--- src/inc/trc_params.svh ---
// Purpose: offsets, field positions, reset values and timing counts of the top register bank
// Assumes: 8-bit register port, 25 MHz core clock
// Notes:   definitions only
`ifndef TRC_PARAMS_SVH
`define TRC_PARAMS_SVH

`define TRC_ADDR_SRST          8'h18
`define TRC_ADDR_CFG           8'h19
`define TRC_ADDR_TOP           8'h1A
`define TRC_ADDR_RSTEV         8'h1B
`define TRC_ADDR_PH01          8'h1C
`define TRC_ADDR_PH23          8'h1D

`define TRC_SRST_BIT           0
`define TRC_CFG_DOUBLE_BIT     7
`define TRC_CFG_CLKPD_BIT      6
`define TRC_CFG_EN3PD_BIT      4
`define TRC_CFG_WARNSEL_BIT    3
`define TRC_CFG_EN2PD_BIT      2
`define TRC_CFG_EN1PD_BIT      1
`define TRC_CFG_RSVD_MASK      8'h21
`define TRC_TOP_PH23_BIT       6
`define TRC_TOP_PH01_BIT       5

`define TRC_SRST_RESET         8'h00
`define TRC_CFG_RESET          8'h00
`define TRC_EVENT_RESET        8'h00

// flag bank layout: 0..4 top flags, 5 reset flag, 6..17 phase flags (ilim, sc, pg per phase)
`define TRC_NFLAGS             18
`define TRC_FLG_LOAD           0
`define TRC_FLG_OVP            1
`define TRC_FLG_TWARN          2
`define TRC_FLG_TSD            3
`define TRC_FLG_NOCLK          4
`define TRC_FLG_RST            5
`define TRC_FLG_PH01_LSB       6
`define TRC_FLG_PH23_LSB       12

`define TRC_CLK_PERIOD_NS      40
`define TRC_SRST_HOLD_NS       200
`define TRC_SRST_HOLD_CYC      ((`TRC_SRST_HOLD_NS + `TRC_CLK_PERIOD_NS - 1) / `TRC_CLK_PERIOD_NS)
`define TRC_DELAY_STEP_MS      2'h1
`define TRC_DELAY_STEP_DBL_MS  2'h2

`endif

--- src/inc/trc_pkg.sv ---
// Purpose: shared types of the top register bank
// Assumes: nothing
// Notes:   constants live in trc_params.svh
package trc_pkg;
    typedef logic [7:0] trc_byte_type;
    typedef enum logic [1:0] {
        TRC_ST_HOLD = 2'b00,
        TRC_ST_OTP  = 2'b01,
        TRC_ST_RUN  = 2'b10
    } trc_seq_state_type;
endpackage : trc_pkg

--- src/inc/trc_flag_if.sv ---
// Purpose: carries set, clear and state of the sticky event flags
// Assumes: one bank per register block
// Notes:   widths fixed by the flag layout
`timescale 1ns/100ps
`include "trc_params.svh"
interface trc_flag_if;
    logic [`TRC_NFLAGS-1:0] set;
    logic [`TRC_NFLAGS-1:0] clr;
    logic                   clear_all;
    logic [`TRC_NFLAGS-1:0] flags;
    modport bank (input set, input clr, input clear_all, output flags);
    modport ctrl (output set, output clr, output clear_all, input flags);
endinterface : trc_flag_if

--- src/core/trc_regs.sv ---
// Purpose: top control, configuration and event registers of the multiphase regulator
// Assumes: register port driven by the serial front end, one access per strobe
// Notes:   config defaults come from the one-time-programmable word at start-up
// Notes on behaviour
// soft reset write restores defaults, reloads, resets serial
// soft reset bit clears itself
// double bit selects 1 ms or 2 ms steps
// clock input pulldown follows its bit
// bits 4,2,1 drive enable input pulldowns
// threshold bit picks 125 or 137 degrees
// bits 6,5 show pending phase events
// summary clears with phase register; writes ignored
// invalid external clock latches a flag
// thermal shutdown latches, disables and blocks regulators
// thermal warning latches; live status separate
// input overvoltage latches; live status separate
// new load result latches done flag
// flags clear only by writing one
// reset flag latches after power, undervoltage, soft reset
// reset disables regulators, restores defaults, restarts
// phase registers hold sticky good, short, limit
// flags stay set; writing zero changes nothing
// set in the clearing cycle wins
`timescale 1ns/100ps
`include "trc_params.svh"
module trc_regs (
    input  wire logic                core_clk_in,
    input  wire logic                rst_in,
    input  wire logic [7:0]          reg_addr_in,
    input  wire logic                reg_wr_in,
    input  wire logic                reg_rd_in,
    input  wire trc_pkg::trc_byte_type reg_wdata_in,
    output      trc_pkg::trc_byte_type reg_rdata_out,
    input  wire logic                power_on_reset_n_in,
    input  wire logic                analog_supply_uv_in,
    input  wire trc_pkg::trc_byte_type otp_config_in,
    input  wire logic                otp_done_in,
    input  wire logic                ext_clk_invalid_in,
    input  wire logic                thermal_shutdown_live_in,
    input  wire logic                thermal_warn_125_in,
    input  wire logic                thermal_warn_137_in,
    input  wire logic                overvoltage_live_in,
    input  wire logic                load_result_ready_in,
    input  wire logic [3:0]          phase_pg_in,
    input  wire logic [3:0]          phase_sc_in,
    input  wire logic [3:0]          phase_ilim_in,
    output      logic                otp_load_out,
    output      logic                serial_if_reset_out,
    output      logic                regulator_enable_ok_out,
    output      logic                delay_double_out,
    output      logic [1:0]          delay_step_ms_out,
    output      logic                ext_clk_pulldown_en_out,
    output      logic                enable_in1_pulldown_en_out,
    output      logic                enable_in2_pulldown_en_out,
    output      logic                enable_in3_pulldown_en_out,
    output      logic                thermal_warn_threshold_sel_out,
    output      logic                thermal_warn_flag_out
);
    import trc_pkg::*;

    trc_seq_state_type     state_reg;
    trc_seq_state_type     state_next;
    logic [7:0]            hold_cnt_reg;
    logic                  soft_reset_cmd_reg;
    logic [6:0]            srst_rsvd_reg;
    trc_byte_type          cfg_reg;
    logic                  top_rsvd_reg;
    logic [6:0]            rstev_rsvd_reg;
    trc_byte_type          rd_mux;
    logic                  run;
    logic                  power_ok;
    logic                  wr_ok;
    logic                  srst_wr;
    logic                  warn_hit;
    logic                  phase01_pending;
    logic                  phase23_pending;
    wire [`TRC_NFLAGS-1:0] set_vec;
    wire [`TRC_NFLAGS-1:0] clr_vec;

    trc_flag_if fl ();

    trc_flag_bank u_flags (
        .core_clk_in (core_clk_in),
        .rst_in      (rst_in),
        .fl          (fl.bank)
    );

    assign run      = (state_reg == TRC_ST_RUN);
    assign power_ok = power_on_reset_n_in && !analog_supply_uv_in;
    // serial front end is held in reset only in hold and leaves it during the load, but only run-time writes count
    assign wr_ok    = reg_wr_in && run;
    assign srst_wr  = wr_ok && (reg_addr_in == `TRC_ADDR_SRST) && reg_wdata_in[`TRC_SRST_BIT];

    // reset sequencer
    always_comb begin
        state_next = state_reg;
        unique case (state_reg)
            TRC_ST_HOLD: begin
                if (power_ok && (hold_cnt_reg == 8'(`TRC_SRST_HOLD_CYC - 1))) begin
                    state_next = TRC_ST_OTP;
                end
            end
            TRC_ST_OTP: begin
                if (!power_ok) begin
                    state_next = TRC_ST_HOLD;
                end else if (otp_done_in) begin
                    state_next = TRC_ST_RUN;
                end
            end
            TRC_ST_RUN: begin
                if (!power_ok || srst_wr) begin
                    state_next = TRC_ST_HOLD;
                end
            end
            default: begin
                state_next = TRC_ST_HOLD;
            end
        endcase
    end

    always_ff @(posedge core_clk_in or posedge rst_in) begin
        if (rst_in) begin
            state_reg <= TRC_ST_HOLD;
        end else begin
            state_reg <= state_next;
        end
    end

    // hold time restarts while power is bad so a brownout gets a full reset
    always_ff @(posedge core_clk_in or posedge rst_in) begin
        if (rst_in) begin
            hold_cnt_reg <= 8'h00;
        end else if (state_reg != TRC_ST_HOLD || !power_ok) begin
            hold_cnt_reg <= 8'h00;
        end else if (hold_cnt_reg != 8'(`TRC_SRST_HOLD_CYC - 1)) begin
            hold_cnt_reg <= hold_cnt_reg + 8'h01;
        end
    end

    // soft reset register
    always_ff @(posedge core_clk_in or posedge rst_in) begin
        if (rst_in) begin
            soft_reset_cmd_reg <= 1'b0;
            srst_rsvd_reg      <= 7'(`TRC_SRST_RESET >> 1);
        end else if (state_reg == TRC_ST_HOLD) begin
            soft_reset_cmd_reg <= 1'b0;
            srst_rsvd_reg      <= 7'(`TRC_SRST_RESET >> 1);
        end else if (wr_ok && reg_addr_in == `TRC_ADDR_SRST) begin
            soft_reset_cmd_reg <= reg_wdata_in[`TRC_SRST_BIT];
            srst_rsvd_reg      <= reg_wdata_in[7:1];
        end
    end

    // configuration, reloaded from the programmed word on every restart
    always_ff @(posedge core_clk_in or posedge rst_in) begin
        if (rst_in) begin
            cfg_reg <= `TRC_CFG_RESET;
        end else if (state_reg == TRC_ST_HOLD) begin
            cfg_reg <= `TRC_CFG_RESET;
        end else if (state_reg == TRC_ST_OTP && otp_done_in) begin
            cfg_reg <= otp_config_in & ~`TRC_CFG_RSVD_MASK;
        end else if (wr_ok && reg_addr_in == `TRC_ADDR_CFG) begin
            cfg_reg <= reg_wdata_in;
        end
    end

    // reserved read/write bits of the event registers
    always_ff @(posedge core_clk_in or posedge rst_in) begin
        if (rst_in) begin
            top_rsvd_reg   <= 1'b0;
            rstev_rsvd_reg <= 7'(`TRC_EVENT_RESET >> 1);
        end else if (state_reg == TRC_ST_HOLD) begin
            top_rsvd_reg   <= 1'b0;
            rstev_rsvd_reg <= 7'(`TRC_EVENT_RESET >> 1);
        end else if (wr_ok && reg_addr_in == `TRC_ADDR_TOP) begin
            top_rsvd_reg   <= reg_wdata_in[7];
        end else if (wr_ok && reg_addr_in == `TRC_ADDR_RSTEV) begin
            rstev_rsvd_reg <= reg_wdata_in[7:1];
        end
    end

    // event sources; a level held high keeps re-setting its flag
    assign warn_hit = cfg_reg[`TRC_CFG_WARNSEL_BIT] ? thermal_warn_137_in : thermal_warn_125_in;
    assign set_vec[`TRC_FLG_LOAD]  = run && load_result_ready_in;
    assign set_vec[`TRC_FLG_OVP]   = run && overvoltage_live_in;
    assign set_vec[`TRC_FLG_TWARN] = run && warn_hit;
    assign set_vec[`TRC_FLG_TSD]   = run && thermal_shutdown_live_in;
    assign set_vec[`TRC_FLG_NOCLK] = run && ext_clk_invalid_in;
    // startup completion covers power-on, undervoltage and soft reset alike
    assign set_vec[`TRC_FLG_RST]   = (state_reg == TRC_ST_OTP) && (state_next == TRC_ST_RUN);

    assign clr_vec[4:0] = (wr_ok && reg_addr_in == `TRC_ADDR_TOP) ? reg_wdata_in[4:0] : 5'h00;
    assign clr_vec[`TRC_FLG_RST] = wr_ok && (reg_addr_in == `TRC_ADDR_RSTEV) && reg_wdata_in[0];

    // two phases per register, a nibble each
    for (genvar p = 0; p < 4; p++) begin : g_phase
        localparam int LSB  = `TRC_FLG_PH01_LSB + 3 * p;
        localparam int LANE = (p % 2) * 4;
        localparam logic [7:0] ADDR = (p < 2) ? `TRC_ADDR_PH01 : `TRC_ADDR_PH23;
        assign set_vec[LSB+2:LSB] = run ? {phase_pg_in[p], phase_sc_in[p], phase_ilim_in[p]} : 3'h0;
        assign clr_vec[LSB+2:LSB] = (wr_ok && reg_addr_in == ADDR) ? reg_wdata_in[LANE+2:LANE] : 3'h0;
    end

    assign fl.set       = set_vec;
    assign fl.clr       = clr_vec;
    assign fl.clear_all = (state_reg == TRC_ST_HOLD);

    // summary bits are pure views of the phase flags, so writes cannot touch them
    assign phase01_pending = |fl.flags[`TRC_FLG_PH23_LSB-1:`TRC_FLG_PH01_LSB];
    assign phase23_pending = |fl.flags[`TRC_NFLAGS-1:`TRC_FLG_PH23_LSB];

    always_comb begin
        rd_mux = 8'h00;
        unique case (reg_addr_in)
            `TRC_ADDR_SRST:  rd_mux = {srst_rsvd_reg, soft_reset_cmd_reg};
            `TRC_ADDR_CFG:   rd_mux = cfg_reg;
            `TRC_ADDR_TOP:   rd_mux = {top_rsvd_reg, phase23_pending, phase01_pending, fl.flags[4:0]};
            `TRC_ADDR_RSTEV: rd_mux = {rstev_rsvd_reg, fl.flags[`TRC_FLG_RST]};
            `TRC_ADDR_PH01:  rd_mux = {1'b0, fl.flags[11:9], 1'b0, fl.flags[8:6]};
            `TRC_ADDR_PH23:  rd_mux = {1'b0, fl.flags[17:15], 1'b0, fl.flags[14:12]};
            default:         rd_mux = 8'h00;
        endcase
    end

    // held between reads for a slow serial side
    always_ff @(posedge core_clk_in or posedge rst_in) begin
        if (rst_in) begin
            reg_rdata_out <= 8'h00;
        end else if (reg_rd_in) begin
            reg_rdata_out <= rd_mux;
        end
    end

    // sequencer outputs, registered on the next state so they line up with state_reg
    always_ff @(posedge core_clk_in or posedge rst_in) begin
        if (rst_in) begin
            otp_load_out            <= 1'b0;
            serial_if_reset_out     <= 1'b1;
            regulator_enable_ok_out <= 1'b0;
        end else begin
            otp_load_out            <= (state_next == TRC_ST_OTP);
            serial_if_reset_out     <= (state_next == TRC_ST_HOLD);
            regulator_enable_ok_out <= (state_next == TRC_ST_RUN) && !fl.flags[`TRC_FLG_TSD]
                                       && !fl.set[`TRC_FLG_TSD];
        end
    end

    // configuration outputs and the latched warning flag
    always_ff @(posedge core_clk_in or posedge rst_in) begin
        if (rst_in) begin
            delay_double_out               <= 1'b0;
            delay_step_ms_out              <= `TRC_DELAY_STEP_MS;
            ext_clk_pulldown_en_out        <= 1'b0;
            enable_in1_pulldown_en_out     <= 1'b0;
            enable_in2_pulldown_en_out     <= 1'b0;
            enable_in3_pulldown_en_out     <= 1'b0;
            thermal_warn_threshold_sel_out <= 1'b0;
            thermal_warn_flag_out          <= 1'b0;
        end else begin
            delay_double_out               <= cfg_reg[`TRC_CFG_DOUBLE_BIT];
            delay_step_ms_out              <= cfg_reg[`TRC_CFG_DOUBLE_BIT] ?
                                              `TRC_DELAY_STEP_DBL_MS : `TRC_DELAY_STEP_MS;
            ext_clk_pulldown_en_out        <= cfg_reg[`TRC_CFG_CLKPD_BIT];
            enable_in1_pulldown_en_out     <= cfg_reg[`TRC_CFG_EN1PD_BIT];
            enable_in2_pulldown_en_out     <= cfg_reg[`TRC_CFG_EN2PD_BIT];
            enable_in3_pulldown_en_out     <= cfg_reg[`TRC_CFG_EN3PD_BIT];
            thermal_warn_threshold_sel_out <= cfg_reg[`TRC_CFG_WARNSEL_BIT];
            thermal_warn_flag_out          <= fl.flags[`TRC_FLG_TWARN];
        end
    end
endmodule : trc_regs

--- src/core/trc_flag_bank.sv ---
// Purpose: bank of write-one-to-clear sticky flags
// Assumes: set and clr are qualified by the owner; set may be held high as a level
// Notes:   set beats clear so no event is lost
`timescale 1ns/100ps
`include "trc_params.svh"
module trc_flag_bank (
    input  wire logic core_clk_in,
    input  wire logic rst_in,
    trc_flag_if.bank  fl
);
    import trc_pkg::*;

    wire [`TRC_NFLAGS-1:0] flag_vec;

    for (genvar i = 0; i < `TRC_NFLAGS; i++) begin : g_flag
        logic flag_bit_reg;
        always_ff @(posedge core_clk_in or posedge rst_in) begin
            if (rst_in) begin
                flag_bit_reg <= 1'b0;
            end else if (fl.clear_all) begin
                flag_bit_reg <= 1'b0;
            end else if (fl.set[i]) begin
                flag_bit_reg <= 1'b1;
            end else if (fl.clr[i]) begin
                flag_bit_reg <= 1'b0;
            end
        end
        assign flag_vec[i] = flag_bit_reg;

    end

    assign fl.flags = flag_vec;
endmodule : trc_flag_bank

--- config.mk ---
export PLATFORM = sky130hd
export DESIGN_NAME = trc_regs
export DESIGN_NICKNAME = d
export VERILOG_FILES = /design/src/inc/trc_pkg.sv /design/src/inc/trc_flag_if.sv /design/src/core/trc_regs.sv /design/src/core/trc_flag_bank.sv
export VERILOG_INCLUDE_DIRS = /design/src /design/src/inc
export SDC_FILE = /design/constraint.sdc
export NUM_CORES = 1
export LEC_CHECK = 0
export ABC_AREA = 1
export BUFFER_PORTS_ARGS = -buffer_cell sky130_fd_sc_hd__buf_2
export CAP_MARGIN = 20
export CELL_PAD_IN_SITES_DETAIL_PLACEMENT = 0
export CELL_PAD_IN_SITES_GLOBAL_PLACEMENT = 2
export CORE_AREA = 2 2 106 108
export DETAILED_ROUTE_END_ITERATION = 10
export DIE_AREA = 0 0 108 110
export GPL_TIMING_DRIVEN = 0
export PLACE_DENSITY_LB_ADDON = 0.1
export SLEW_MARGIN = 30
export SYNTH_ARGS = -nofsm -noshare
export SYNTH_HDL_FRONTEND = slang
export SYNTH_SLANG_ARGS = --single-unit
--- constraint.sdc ---
create_clock -name core_clk_in -period 6.94 [get_ports core_clk_in]
set_clock_uncertainty 0.2 [all_clocks]
set_input_delay 1.388 -clock core_clk_in [delete_from_list [all_inputs] [get_ports core_clk_in]]
set_output_delay 1.388 -clock core_clk_in [all_outputs]
set_load 0.1 [all_outputs]
# == Word-level counts from Yosys, hierarchy flattened ==
# Cells that the tools add are included.
# W data, S select, Z words.
# classes
addsub,1
eq_ne,13
n_mux,85
reduce_logical,55
# ops
cell,count
$mux W1,59
$reduce_bool A3 Y1,19
$eq A8 B5 Y1 const B,6
$pmux W8 S6,1
$mux W8,5
$mux W7,5
$mux W3,8
$logic_and A1 B1 Y1,20
$reduce_or A6 Y1,2
$mux W2,5
$reduce_bool A2 Y1,5
$add A8 B1 Y8 const B,1
$eq A8 B3 Y1 const B,1
$ne A8 B3 Y1 const B,1
$pmux W2 S3,1
$mux W5,1
$eq A2 B1 Y1 const B,2
$eq A2 B2 Y1 const B,2
$logic_not A1 Y1,4
$logic_not A2 Y1,2
$logic_or A1 B1 Y1,2
$ne A2 B2 Y1 const B,1
$reduce_and A2 Y1,1
# word_totals
regBits,72
input_bits,49
out_inout_bits,20
wordCells,191

# == Depth between registers and ports, before layout ==
# Gate-level depths: netlist of run 1.
# logic_depth
depth_word,11
depth_mapped,10
mapped_depth_nobuf,9

# == Hierarchy ==
# Synthesis of run 1 repeated with hierarchy kept, for this count alone.
# unflattened
hier_cells,530
hier_area_um2,4111.4
# by_module_without_submodules
mod,instances,cells_per_inst,area_each_um2,seq_area_each_um2
trc_regs,1,419,3153.0,1328.8
trc_flag_bank,1,111,958.4,450.4

# == Worst setup path after synthesis of run 1 ==
# OpenSTA, ideal clock, no wires.
# synth_path
kind,reg2out
start,"register, netlist name delay_double_out"
end,output port delay_step_ms_out[1]
arrival_ns,1.324
t_required_ns,5.352
setup_slack_ns,4.028
stages_incl_launch_ff,2
n_path_buf,1
cell_sequence,dfrtp_1 -> buf_4
# synth_lines
item,line,rtl
end: declaration,trc_regs.sv:51,"output logic [1:0] delay_step_ms_out,"

# == Worst setup path after layout of run 1 ==
# layout_path
start,register serial_if_reset_out
end,output port serial_if_reset_out
# layout_lines
item,line,rtl
start: declaration,trc_regs.sv:48,"output logic serial_if_reset_out,"
start signal: assignment,trc_regs.sv:242,serial_if_reset_out <= (state_next == TRC_ST_HOLD);
# No word-level cell between the ends.

==> PnR_summary.wiki, run 1 <==
{| class="wikitable"
! Metric !! Value
|-
| Run status || finished, final reports clean
|-
| Max Transition Viols Final || 0
|-
| Total congestion overflow || 0
|-
| Hold-fix buffers, CTS || 0
|-
| Horizontal extent of the die || 108 um
|-
| Number of cells traversed by the worst register-to-register path || 8
|-
| Gate Count Post-Synth || 455
|-
| Root buffer cell || clkbuf_8
|-
| Setup WS pre-CTS || 3.87 ns
|-
| CTS tree || done
|-
| Worst Path Arrival || 1.29 ns
|-
| Pwr/cell area || 190 nW/um^2
|-
| Die span in y || 110 um
|-
| Total Die Area || 11900 um^2
|-
| Proportion of total power due to net switching || 26.2%
|-
| Power spent charging and discharging nets || 0.215 mW
|-
| Maximum number of pins on one net before global-route repair || 42
|-
| Setup crit end kind || output port
|-
| Clock transition at the register clock pins on the worst setup and hold paths after CTS || 0.09 ns
|-
| Number of max-cap violations || 0
|-
| Antenna violation net count after detailed routing || 0
|-
| Main area contributors after synthesis || dfrtp_1 48%, nand2_1 13%, nand3_1 11%
|-
| Largest register FFs || 18
|-
| Pint || 0.607 mW
|-
| Slew at the pin closest to its max-slew limit || 0.624 ns
|-
| Worst Path Class, Setup || flip-flop to output port
|-
| Worst-path maximum fanout || 1
|-
| Clk pwr share || 43.3%
|-
| TNS Setup || 0 ns
|-
| Post-detailed-route DRC marker count || 0
|-
| Sink of the worst hold path || enable_in3_pulldown_en_out$_DFF_PP0_
|-
| Number of search-and-repair iterations in the first detailed-routing pass || 4
|-
| Setup slack of the worst register-to-register path || 5.06 ns
|-
| Nets || 582
|-
| Overall routing resource usage || 19.1%
|-
| FP Rows || 38
|-
| Fraction of power consumed by combinational cells || 6.2%
|-
| CP startpoint kind || flip-flop
|-
| Per-cell via count in the routed design || 4.83
|-
| Family with the most delay on the worst path || flip-flops
|-
| Cell with the biggest individual delay on the critical path || dfstp_2
|-
| Source of the worst register-to-register timing path || state_reg[1]$_DFF_PP0_
|-
| Worst hold-check path type || flip-flop to flip-flop
|-
| Number of setup violations in the final report || 0
|-
| Register share of total power || 50.5%
|-
| IO Port Bufs || 64
|-
| Synth cell types || 35
|-
| Cell depth of the worst hold path || 0
|-
| Relative area change from synthesis to final layout || 20.4%
|-
| Nets in the synthesized netlist || 506
|-
| CTS Buffer Depth || 2
|-
| Vias in the first global route || 3239
|-
| Max-slew headroom || 58.2%
|-
| Most common library cell in the layout ignoring fill and taps || nand2_1
|-
| Leakage || 2.25 nW
|-
| Starting Density || 33.6%
|-
| Clock buffers created by TritonCTS || 9
|-
| Share of cells above drive strength 1 || 21.8%
|-
| Number of top-level pins || 69
|-
| Endpoint of the most critical register-to-register path || cfg_reg[5]$_DFFE_PP0P_
|-
| Setup repair after global routing missed its margin || false
|-
| Biggest area consumer among synthesized cells || dfrtp_1
|-
| Count of vias placed by the detailed router || 3265
|-
| Setup ws final || 4.07 ns
|-
| Final non-filler cell area || 4330 um^2
|-
| Placed standard-cell area || 4120 um^2
|-
| Global-route wire length before repair || 17.1 mm
|-
| Timing-limited maximum frequency || 348 MHz
|-
| Cell-by-cell trace of the critical path || buf_2
|-
| Initial antenna violation count || 0
|-
| Final weighted congestion in routability-driven placement || 0.814
|-
| Routed wirelength normalized by instance count || 15.4 um
|-
| Maximum single-stage delay on the critical path || 0.52 ns
|-
| Post-synthesis cell area || 3590 um^2
|-
| Final Hold Violating Endpoints || 0
|-
| Post_cts resized || 0
|-
| Number of violations reported at the end of detailed-routing iteration 0 || 174
|-
| Clk sink count || 71
|-
| Max rail drop VDD || 0.102 mV
|-
| Antenna Diode Count || 0
|-
| CP Buf/Inv Count || 1
|-
| Most used cells in the layout excluding fill and tap cells || 123 x nand2_1, 77 x nand3_1, 72 x buf_2
|-
| Post-CTS setup-driven buffer insertion count || 0
|-
| Total of flip-flops plus latches after synthesis || 71
|-
| Sequential share of the synthesized area || 49.5%
|-
| Fill cell instance count of the final layout || 1170
|-
| Fin crit share || 41.4%
|-
| Launch point of the worst hold path || cfg_reg[4]$_DFFE_PP0P_
|-
| Final HPWL from detailed placement || 7.83 mm
|-
| Routed Wire Length || 10.4 mm
|-
| Core ar. || 10700 um^2
|-
| Mapped Avg Cell Area || 7.90 um^2
|-
| Area share of the leading cell type in the synthesized netlist || 48.0%
|-
| Synth warn || 0
|-
| Data required time of the critical path || 5.35 ns
|-
| Clock H-tree levels || 3
|-
| Clock latency on the worst-skew pair || 0.35 ns
|-
| Final Critical Period || 2.87 ns
|}
==> Yosys cell counts <==
library cell and count:
a21oi_1 9, a31oi_1 6, buf_2 8, buf_4 2, buf_6 1, buf_8 1
clkbuf_1 2, clkinv_1 1, clkinv_4 1, dfrtp_1 69, dfstp_2 2, ha_1 2
inv_1 41, inv_2 3, nand2_1 123, nand2_2 1, nand2_4 2, nand3_1 77
nand3_2 1, nand3_4 1, nand3b_1 2, nand4_1 3, nor2_1 48, nor2_2 5
nor2_4 4, nor2_8 1, nor3_1 5, o211ai_1 2, o21ai_0 21, o21ai_1 3
o21ai_2 1, o22ai_1 1, o31ai_1 3, o31ai_2 1, xor2_1 2
==> metrics by stage <==
stage	cells	utilization, %	total power, mW	hold WS [ns]
floorplan	455	-	0.448	0.174
global placement	659	38.2	0.473	0.187
detailed placement	660	38.5	0.476	0.197
CTS	676	40.4	0.828	0.214
global route	676	40.4	0.853	0.219
finish	676	40.4	0.822	0.217
==> cell families (layout without fill, tap and decap cells) <==
kind of cell	count (synthesis)	after routing	share of synthesized area (%)
compound gates	47	47	7.45
fa+ha+maj	2	2	0.696
simple gates	273	273	34.5
xor+xnor	2	2	0.487
buf+inv	60	141	7.41
flops	71	71	49.5
==> power groups by stage <==
stage	clock network (mW)	logic [mW]	registers, mW
CTS	0.360	0.0524	0.416
floorplan	0	0.0204	0.427
detailed placement	0	0.0524	0.424
global placement	0	0.0493	0.424
global route	0.380	0.0574	0.416
finish	0.356	0.0508	0.416
==> layer usage <==
layer | vias to the layer above | wire length, um | GRT usage (%)
met4 | 0 | 172 | 6.59
met5 | - | 0 | 0
li1 | 1627 | - | -
met3 | 17 | 407 | 3.35
met2 | 68 | 4900 | 31.4
met1 | 1553 | 4930 | 25.6
==> how the worst max path moves through the flow <==
| stage | from | endpoint | slack [ns] | cells past startpoint |
|---|---|---|---|---|
| final | serial_if_reset_out$_DFF_PP1_ | serial_if_reset_out | 4.07 | 1 |
| after detailed placement | reg_addr_in[2] | reg_rdata_out[5]$_DFFE_PP0P_ | 3.87 | 10 |
| after global placement | rst_in | u_flags.g_flag[12].flag_bit_reg$_DFFE_PP0P_ | 2.50 | 2 |
| after global routing | serial_if_reset_out$_DFF_PP1_ | serial_if_reset_out | 4.02 | 1 |
| after floorplan | rst_in | cfg_reg[0]$_DFFE_PP0P_ | 3.56 | 1 |
| after CTS | serial_if_reset_out$_DFF_PP1_ | serial_if_reset_out | 4.05 | 1 |
==> cell type report <==
cell class / instances / area (um^2) / area share, %
plain buffers: 14 / 88.8 / 2.05
inverters: 46 / 180 / 4.16
multi-input cells: 324 / 1550 / 35.8
clock inverters: 6 / 68.8 / 1.59
well taps: 140 / 175 / 4.05
clock buffers: 10 / 138 / 3.18
flip-flops and latches: 71 / 1780 / 41.1
repair buffers: 65 / 348 / 8.04
(Power assumes the default switching activity.)
==> run 2: changes to the inputs <==
--- a/config.mk
+++ b/config.mk
@@ -6,14 +6,14 @@
 export SDC_FILE = /design/constraint.sdc
 export NUM_CORES = 1
 export LEC_CHECK = 0
-export ABC_AREA = 1
+export ABC_AREA = 0
 export BUFFER_PORTS_ARGS = -buffer_cell sky130_fd_sc_hd__buf_2
 export CAP_MARGIN = 20
 export CELL_PAD_IN_SITES_DETAIL_PLACEMENT = 0
 export CELL_PAD_IN_SITES_GLOBAL_PLACEMENT = 2
-export CORE_AREA = 2 2 106 108
+export CORE_AREA = 2 2 107 109
 export DETAILED_ROUTE_END_ITERATION = 10
-export DIE_AREA = 0 0 108 110
+export DIE_AREA = 0 0 109 111
 export GPL_TIMING_DRIVEN = 0
 export PLACE_DENSITY_LB_ADDON = 0.1
 export SLEW_MARGIN = 30
==> constraint.sdc (replaced) <==
create_clock -name core_clk_in -period 2.7 [get_ports core_clk_in]
set_clock_uncertainty 0.2 [all_clocks]
set_input_delay 0.54 -clock core_clk_in [delete_from_list [all_inputs] [get_ports core_clk_in]]
set_output_delay 0.54 -clock core_clk_in [all_outputs]
set_load 0.1 [all_outputs]
==> run 2 against run 1 <==
  * Utilization fell by 0.42 points
  * Register-to-register slack worse by 4.8 ns
  * Power grew to 2.9 times the previous value
==> PnR_summary.wiki, run 2 <==
{| class="wikitable"
! Metric !! Value
|-
| Nets || 497
|-
| Nets in the synthesized netlist || 422
|-
| Antenna Diode Count || 0
|-
| Global-route wire length before repair || 18.4 mm
|-
| Final weighted congestion in routability-driven placement || 0.793
|-
| Core ar. || 11100 um^2
|-
| Fraction of synthesized cell area in xor and xnor cells || 0.963%
|-
| Cell with the biggest individual delay on the critical path || clkbuf_1
|-
| Relative area change from synthesis to final layout || 21.8%
|-
| Horizontal extent of the die || 109 um
|-
| Source of the worst register-to-register timing path || state_reg[1]$_DFF_PP0_
|-
| Run status || finished, final reports clean
|-
| Per-cell via count in the routed design || 5.33
|-
| Cell-by-cell trace of the critical path || buf_4, nor2_1, clkbuf_1, clkbuf_1, a21oi_1
|-
| Setup crit end kind || flip-flop
|-
| Post-detailed-route DRC marker count || 0
|-
| Max Transition Viols Final || 0
|-
| Largest family of logic cells by synthesized area || compound AO/OA/AOI/OAI gates
|-
| Worst Path Class, Setup || flip-flop to flip-flop
|-
| Total Die Area || 12100 um^2
|-
| Commonest cells post-synth || 69 x dfrtp_1, 47 x a21oi_1, 31 x o21ai_0
|-
| Gate Count Post-Synth || 371
|-
| Most used cells in the layout excluding fill and tap cells || 69 x dfrtp_1, 67 x buf_2, 47 x a21oi_1
|-
| Area used by multi-input combinational logic || 1650 um^2
|-
| Final HPWL from detailed placement || 8.39 mm
|-
| Top flip-flop cell by instance count after synthesis || dfrtp_1
|-
| Number of violations reported at the end of detailed-routing iteration 0 || 163
|-
| Total of flip-flops plus latches after synthesis || 71
|-
| Main area contributors after synthesis || dfrtp_1 47%, a21oi_1 6.5%, mux2i_1 4.7%
|-
| Number of top-level pins || 69
|-
| FP Rows || 39
|-
| Slew at the pin closest to its max-slew limit || 0.876 ns
|-
| Mapped Avg Cell Area || 9.81 um^2
|-
| Critical path depth || 5
|-
| Share of cells above drive strength 1 || 23.9%
|-
| Vias in the first global route || 3143
|-
| CP Buf/Inv Count || 3
|-
| Leakage || 2.02 nW
|-
| Adder-cell share of the synthesized area || 0.688%
|-
| Amount of wire on met2 after detailed routing || 5.51 mm
|-
| Max-slew headroom || 41.1%
|-
| Clock H-tree levels || 3
|-
| Most common library cell in the layout ignoring fill and taps || dfrtp_1
|-
| Sequential share of the synthesized area || 48.9%
|-
| Final non-filler cell area || 4430 um^2
|-
| Largest register FFs || 18
|-
| Hold-fix buffers, CTS || 0
|-
| Overall routing resource usage || 20.6%
|-
| Most used standard cell by instance count after synthesis || dfrtp_1
|-
| Worst-path maximum fanout || 10
|-
| Timing-limited maximum frequency || 413 MHz
|-
| Number of search-and-repair iterations in the first detailed-routing pass || 5
|-
| Final Critical Period || 2.42 ns
|-
| Pwr/cell area || 534 nW/um^2
|-
| Share of synthesized area spent on multiplexers || 8.70%
|-
| Layout Cells excl Fill || 594
|-
| Maximum number of pins on one net before global-route repair || 40
|-
| Routed Wire Length || 11.6 mm
|-
| CTS Buffer Depth || 2
|-
| Combined flip-flop and latch cell area || 1780 um^2
|-
| Area share of the leading cell type in the synthesized netlist || 47.4%
|-
| Starting Density || 32.9%
|-
| Root buffer cell || clkbuf_16
|-
| Final Hold Violating Endpoints || 0
|-
| Biggest area consumer among synthesized cells || dfrtp_1
|-
| CP startpoint kind || flip-flop
|-
| Initial antenna violation count || 0
|-
| Worst Path Arrival || 2.41 ns
|-
| Worst hold-check path type || input pin to async pin
|-
| Family with the most delay on the worst path || buffers and inverters
|-
| Post-synthesis cell area || 3640 um^2
|-
| Setup repair after global routing missed its margin || false
|-
| Count of vias placed by the detailed router || 3164
|-
| Post_cts resized || 0
|-
| Fill cell instance count of the final layout || 1141
|-
| Max rail drop VDD || 0.231 mV
|-
| Number of max-cap violations || 0
|-
| Clock transition at the register clock pins on the worst setup and hold paths after CTS || 0.06 ns
|-
| Number of cells traversed by the worst register-to-register path || 5
|-
| Fin crit share || 89.6%
|-
| Clock buffers created by TritonCTS || 9
|-
| Post-CTS setup-driven buffer insertion count || 0
|-
| Amount of wire on met3 after detailed routing || 617 um
|-
| Number of setup violations in the final report || 0
|-
| Clk sink count || 71
|-
| Synth warn || 0
|-
| Placed standard-cell area || 4160 um^2
|-
| Maximum single-stage delay on the critical path || 0.57 ns
|-
| Synthesized-area fraction occupied by and/or/nand/nor cells || 17.3%
|-
| Data required time of the critical path || 2.69 ns
|-
| Proportion of register bits with asynchronous set or reset after synthesis || 100%
|-
| Most repeated library cell on the critical path || clkbuf_1
|-
| Clock latency on the worst-skew pair || 0.34 ns
|-
| Worst Setup SP || state_reg[1]$_DFF_PP0_
|-
| IO Port Bufs || 63
|-
| Routed wirelength normalized by instance count || 19.6 um
|-
| Total congestion overflow || 0
|-
| EDFF count, synth || 0
|-
| Antenna violation net count after detailed routing || 0
|-
| Highest routed metal layer || met4
|-
| Die span in y || 111 um
|-
| Post-Place Cells || 578
|-
| Util after Layout || 40.0%
|-
| Detailed-route wire length on metal 1 || 5.30 mm
|-
| Synth cell types || 51
|-
| Compound-gate portion of the synthesized area || 17.7%
|-
| CTS tree || done
|}
run 2: cell types whose count changed after synthesis, sizes merged, moves of 5 or more:
cell,change
a21oi,+39
mux2,+7
nand3,-57
o21ai,+6
clkbuf,+14
nor2b,+9
nand4,+14
mux2i,+17
nor2,-38
nand2,-101
o2bb2ai,+5
a311oi,+6
inv,-31
run 2: per-layer routing:
metal,up-vias,global-route usage [%]
li1,1507,-
met1,1545,29.0
met2,99,32.0
met3,13,2.59
met4,0,7.78
met5,-,0
run 2: final timing paths:
| check | slack (ns) | end |
|---|---|---|
| min in group core_clk_in | 0.21 | enable_in2_pulldown_en_out$_DFF_PP0_ |
| max in group asynchronous | 1.67 | delay_step_ms_out[0]$_DFF_PP1_ |
| hold reg to reg | 0.21 | enable_in2_pulldown_en_out$_DFF_PP0_ |
| setup / recovery | 0.28 | rstev_rsvd_reg[6]$_DFFE_PP0P_ |
| hold / removal | 0.01 | enable_in2_pulldown_en_out$_DFF_PP0_ |
| setup reg to reg | 0.28 | rstev_rsvd_reg[6]$_DFFE_PP0P_ |
run 2: stage by stage:
stage                     setup TNS (ns)  hold WS [ns]  power, mW  setup slack (ns)
after global routing                   0        0.0543       2.45             0.128
after detailed placement               0         0.198       1.26            0.0819
after floorplan                        0         0.167       1.17             0.167
after global placement            -66.55         0.196       1.25            -0.963
after CTS                              0        0.0302       2.39             0.230
final                                  0        0.0128       2.37             0.279
run 2: power breakdown:
| group | internal (mW) | switching [mW] |
|---|---|---|
| Combinational | 0.0540 | 0.112 |
| Clock | 0.666 | 0.467 |
| Sequential | 1.07 | 0.00151 |
| Total | 1.79 | 0.580 |
run 2: worst register-to-register path, cell delays in order (launching register included):
cell,delay [ns]
dfrtp_1,0.36
buf_4,0.16
nor2_1,0.36
clkbuf_1,0.53
clkbuf_1,0.58
a21oi_1,0.09
run 2: final cells by class:
type / instances / area share (%)
buffer: 28 / 3.64
clock buffer: 12 / 5.79
clock inverter: 4 / 0.452
inverter: 13 / 1.16
multi-input combinational: 259 / 37.2
sequential: 71 / 40.1
tap: 143 / 4.04
timing repair buffer: 64 / 7.56
run 2: cell families (layout without fill, tap and decap cells):
family	after synthesis	in the layout
flops	71	71
fa+ha+maj	2	2
compound gates	107	107
buf+inv	41	121
simple gates	119	119
xor+xnor	4	4
mux	27	27
==> run 3: changes to the inputs <==
--- a/config.mk
+++ b/config.mk
@@ -15,6 +15,7 @@
 export DETAILED_ROUTE_END_ITERATION = 10
 export DIE_AREA = 0 0 109 111
 export GPL_TIMING_DRIVEN = 0
+export MAX_ROUTING_LAYER = met4
 export PLACE_DENSITY_LB_ADDON = 0.1
 export SLEW_MARGIN = 30
 export SYNTH_ARGS = -nofsm -noshare
==> constraint.sdc (replaced) <==
create_clock -name core_clk_in -period 2.35 [get_ports core_clk_in]
set_clock_uncertainty 0.2 [all_clocks]
set_input_delay 0.47 -clock core_clk_in [delete_from_list [all_inputs] [get_ports core_clk_in]]
set_output_delay 0.47 -clock core_clk_in [all_outputs]
set_load 0.1 [all_outputs]
==> run 3 against run 2 <==
  * Combinational power increased by 22%
  * Clock-buffer cell count shrank 1
  * Cell area grew 3.7%
  * Sequential power increased by 15%
  * Die area stayed put
  * Setup slack worse by 0.084 ns
  * Global-route usage increased by 0.15 points
  * Utilization increased by 1.5 points
  * Register-to-register slack worse by 0.05 ns
  * Sequential cell count is the same
  * Highest routed layer unchanged
  * Hold slack improved by 0.16 ns
  * Non-clock buffer count grew 3
==> PnR_summary.wiki, run 3 (same netlist as run 2, synthesis figures left out) <==
{| class="wikitable"
! Metric !! Value
|-
| Run status || finished, final reports clean
|-
| Final HPWL from detailed placement || 8.47 mm
|-
| Relative area change from synthesis to final layout || 26.3%
|-
| Most used cells in the layout excluding fill and tap cells || 69 x dfrtp_1, 67 x buf_2, 47 x a21oi_1
|-
| Pwr/cell area || 691 nW/um^2
|-
| CTS tree || done
|-
| Worst Path Class, Setup || input pin to flip-flop
|-
| Clock buffers created by TritonCTS || 9
|-
| Number of setup violations in the final report || 0
|-
| Clock latency on the worst-skew pair || 0.33 ns
|-
| Setup ws final || 0.196 ns
|-
| Vias in the first global route || 3293
|-
| Number of top-level pins || 69
|-
| Fill cell instance count of the final layout || 1133
|-
| Amount of wire on met2 after detailed routing || 5.69 mm
|-
| Number of max-cap violations || 0
|-
| Data required time of the critical path || 2.32 ns
|-
| Max-slew headroom || 42.1%
|-
| Final non-filler cell area || 4600 um^2
|-
| FP Rows || 39
|-
| Detailed-route wire length on metal 1 || 5.36 mm
|-
| Worst-path maximum fanout || 9
|-
| Core ar. || 11100 um^2
|-
| Maximum number of pins on one net before global-route repair || 26
|-
| Clk sink count || 71
|-
| Per-cell via count in the routed design || 5.36
|-
| TNS Setup || 0 ns
|-
| Largest register FFs || 18
|-
| Final Critical Period || 2.15 ns
|-
| Slew at the pin closest to its max-slew limit || 0.861 ns
|-
| Post-detailed-route DRC marker count || 0
|-
| Count of vias placed by the detailed router || 3202
|-
| Total Die Area || 12100 um^2
|-
| Highest routed metal layer || met4
|-
| Post-CTS setup-driven buffer insertion count || 0
|-
| Clock transition at the register clock pins on the worst setup and hold paths after CTS || 0.06 ns
|-
| IO Port Bufs || 63
|-
| Final weighted congestion in routability-driven placement || 0.802
|-
| CP startpoint kind || input pin
|-
| Clock H-tree levels || 3
|-
| Leakage || 2.09 nW
|-
| Nets || 500
|-
| CTS Buffer Depth || 2
|-
| Timing-limited maximum frequency || 464 MHz
|-
| Global-route wire length before repair || 18.4 mm
|-
| Design Power || 3.18 mW
|-
| Worst hold-check path type || input pin to flip-flop
|-
| Root buffer cell || clkbuf_16
|-
| Worst Path Arrival || 2.12 ns
|-
| Setup crit end kind || flip-flop
|-
| Number of search-and-repair iterations in the first detailed-routing pass || 4
|-
| Share of cells above drive strength 1 || 24.9%
|-
| Die span in y || 111 um
|-
| Util after Layout || 41.5%
|-
| Overall routing resource usage || 20.7%
|-
| Most common library cell in the layout ignoring fill and taps || dfrtp_1
|-
| Max rail drop VDD || 0.353 mV
|-
| Max Transition Viols Final || 0
|-
| Initial antenna violation count || 0
|-
| Placed standard-cell area || 4210 um^2
|-
| Routed wirelength normalized by instance count || 19.7 um
|-
| Routed Wire Length || 11.8 mm
|-
| Starting Density || 32.9%
|-
| Total congestion overflow || 0
|-
| Final Hold Violating Endpoints || 0
|-
| Antenna Diode Count || 0
|-
| Horizontal extent of the die || 109 um
|-
| Antenna violation net count after detailed routing || 0
|-
| Fin crit share || 91.7%
|-
| Setup WS pre-CTS || -0.135 ns
|-
| Amount of wire on met3 after detailed routing || 578 um
|-
| Number of violations reported at the end of detailed-routing iteration 0 || 142
|-
| Setup repair after global routing missed its margin || false
|}
[run 3: power breakdown]
part | leakage, nW | internal (mW) | switching, mW | total (mW)
combinational | 0.921 | 0.0712 | 0.132 | 0.203
sequential | 0.984 | 1.22 | 0.00177 | 1.23
clock | 0.182 | 1.20 | 0.546 | 1.75
[run 3: metal layers]
metal  global-route usage, %  vias up
met4                    5.56        0
met3                    3.41       11
li1                        -     1517
met1                    29.0     1569
met2                    31.1      105
met5                       -        -
[run 3: metrics by stage]
| stage | instances | hold slack (ns) |
|---|---|---|
| floorplan | 371 | 0.167 |
| global placement | 577 | 0.188 |
| detailed placement | 580 | 0.191 |
| CTS | 597 | 0.180 |
| global route | 597 | 0.178 |
| finish | 597 | 0.178 |
[run 3: worst paths after layout]
path	from	end	slack [ns]	depth (start not counted)
max	reg_addr_in[1]	u_flags.g_flag[7].flag_bit_reg$_DFFE_PP0P_	0.20	5
min	overvoltage_live_in	u_flags.g_flag[1].flag_bit_reg$_DFFE_PP0P_	0.18	3
min in group asynchronous	rst_in	cfg_reg[2]$_DFFE_PP0P_	0.40	3
max reg2reg	state_reg[1]$_DFF_PP0_	rstev_rsvd_reg[3]$_DFFE_PP0P_	0.23	5
max in group asynchronous	rst_in	serial_if_reset_out$_DFF_PP1_	0.89	5
min reg2reg	cfg_reg[2]$_DFFE_PP0P_	enable_in2_pulldown_en_out$_DFF_PP0_	0.21	0
[run 3: timing repair]
| action | in CTS | in global routing |
|---|---|---|
| setup endpoints to repair | 18 | 0 |
| gates resized for setup | 2 | 0 |
| hold buffers | 1 | 0 |
| hold endpoints to repair | 6 | 0 |
[run 3: layout make-up]
cell class                      count  area (um^2)  area share (%)
Timing Repair Buffer               67          393            8.54
Inverter                           13         52.6            1.14
Buffer                             28          164            3.56
Clock buffer                       11          253            5.50
Sequential cell                    71         1780            38.7
Multi-Input combinational cell    259         1650            35.9
Clock inverter                      5          128            2.78
Tap cell                          143          179            3.89
[run 3: critical path, cell delays in order]
cell and delay (ns):
clkbuf_1 0.22, inv_1 0.23, nand2_1 0.26, nor3_1 0.74, a311oi_1 0.20
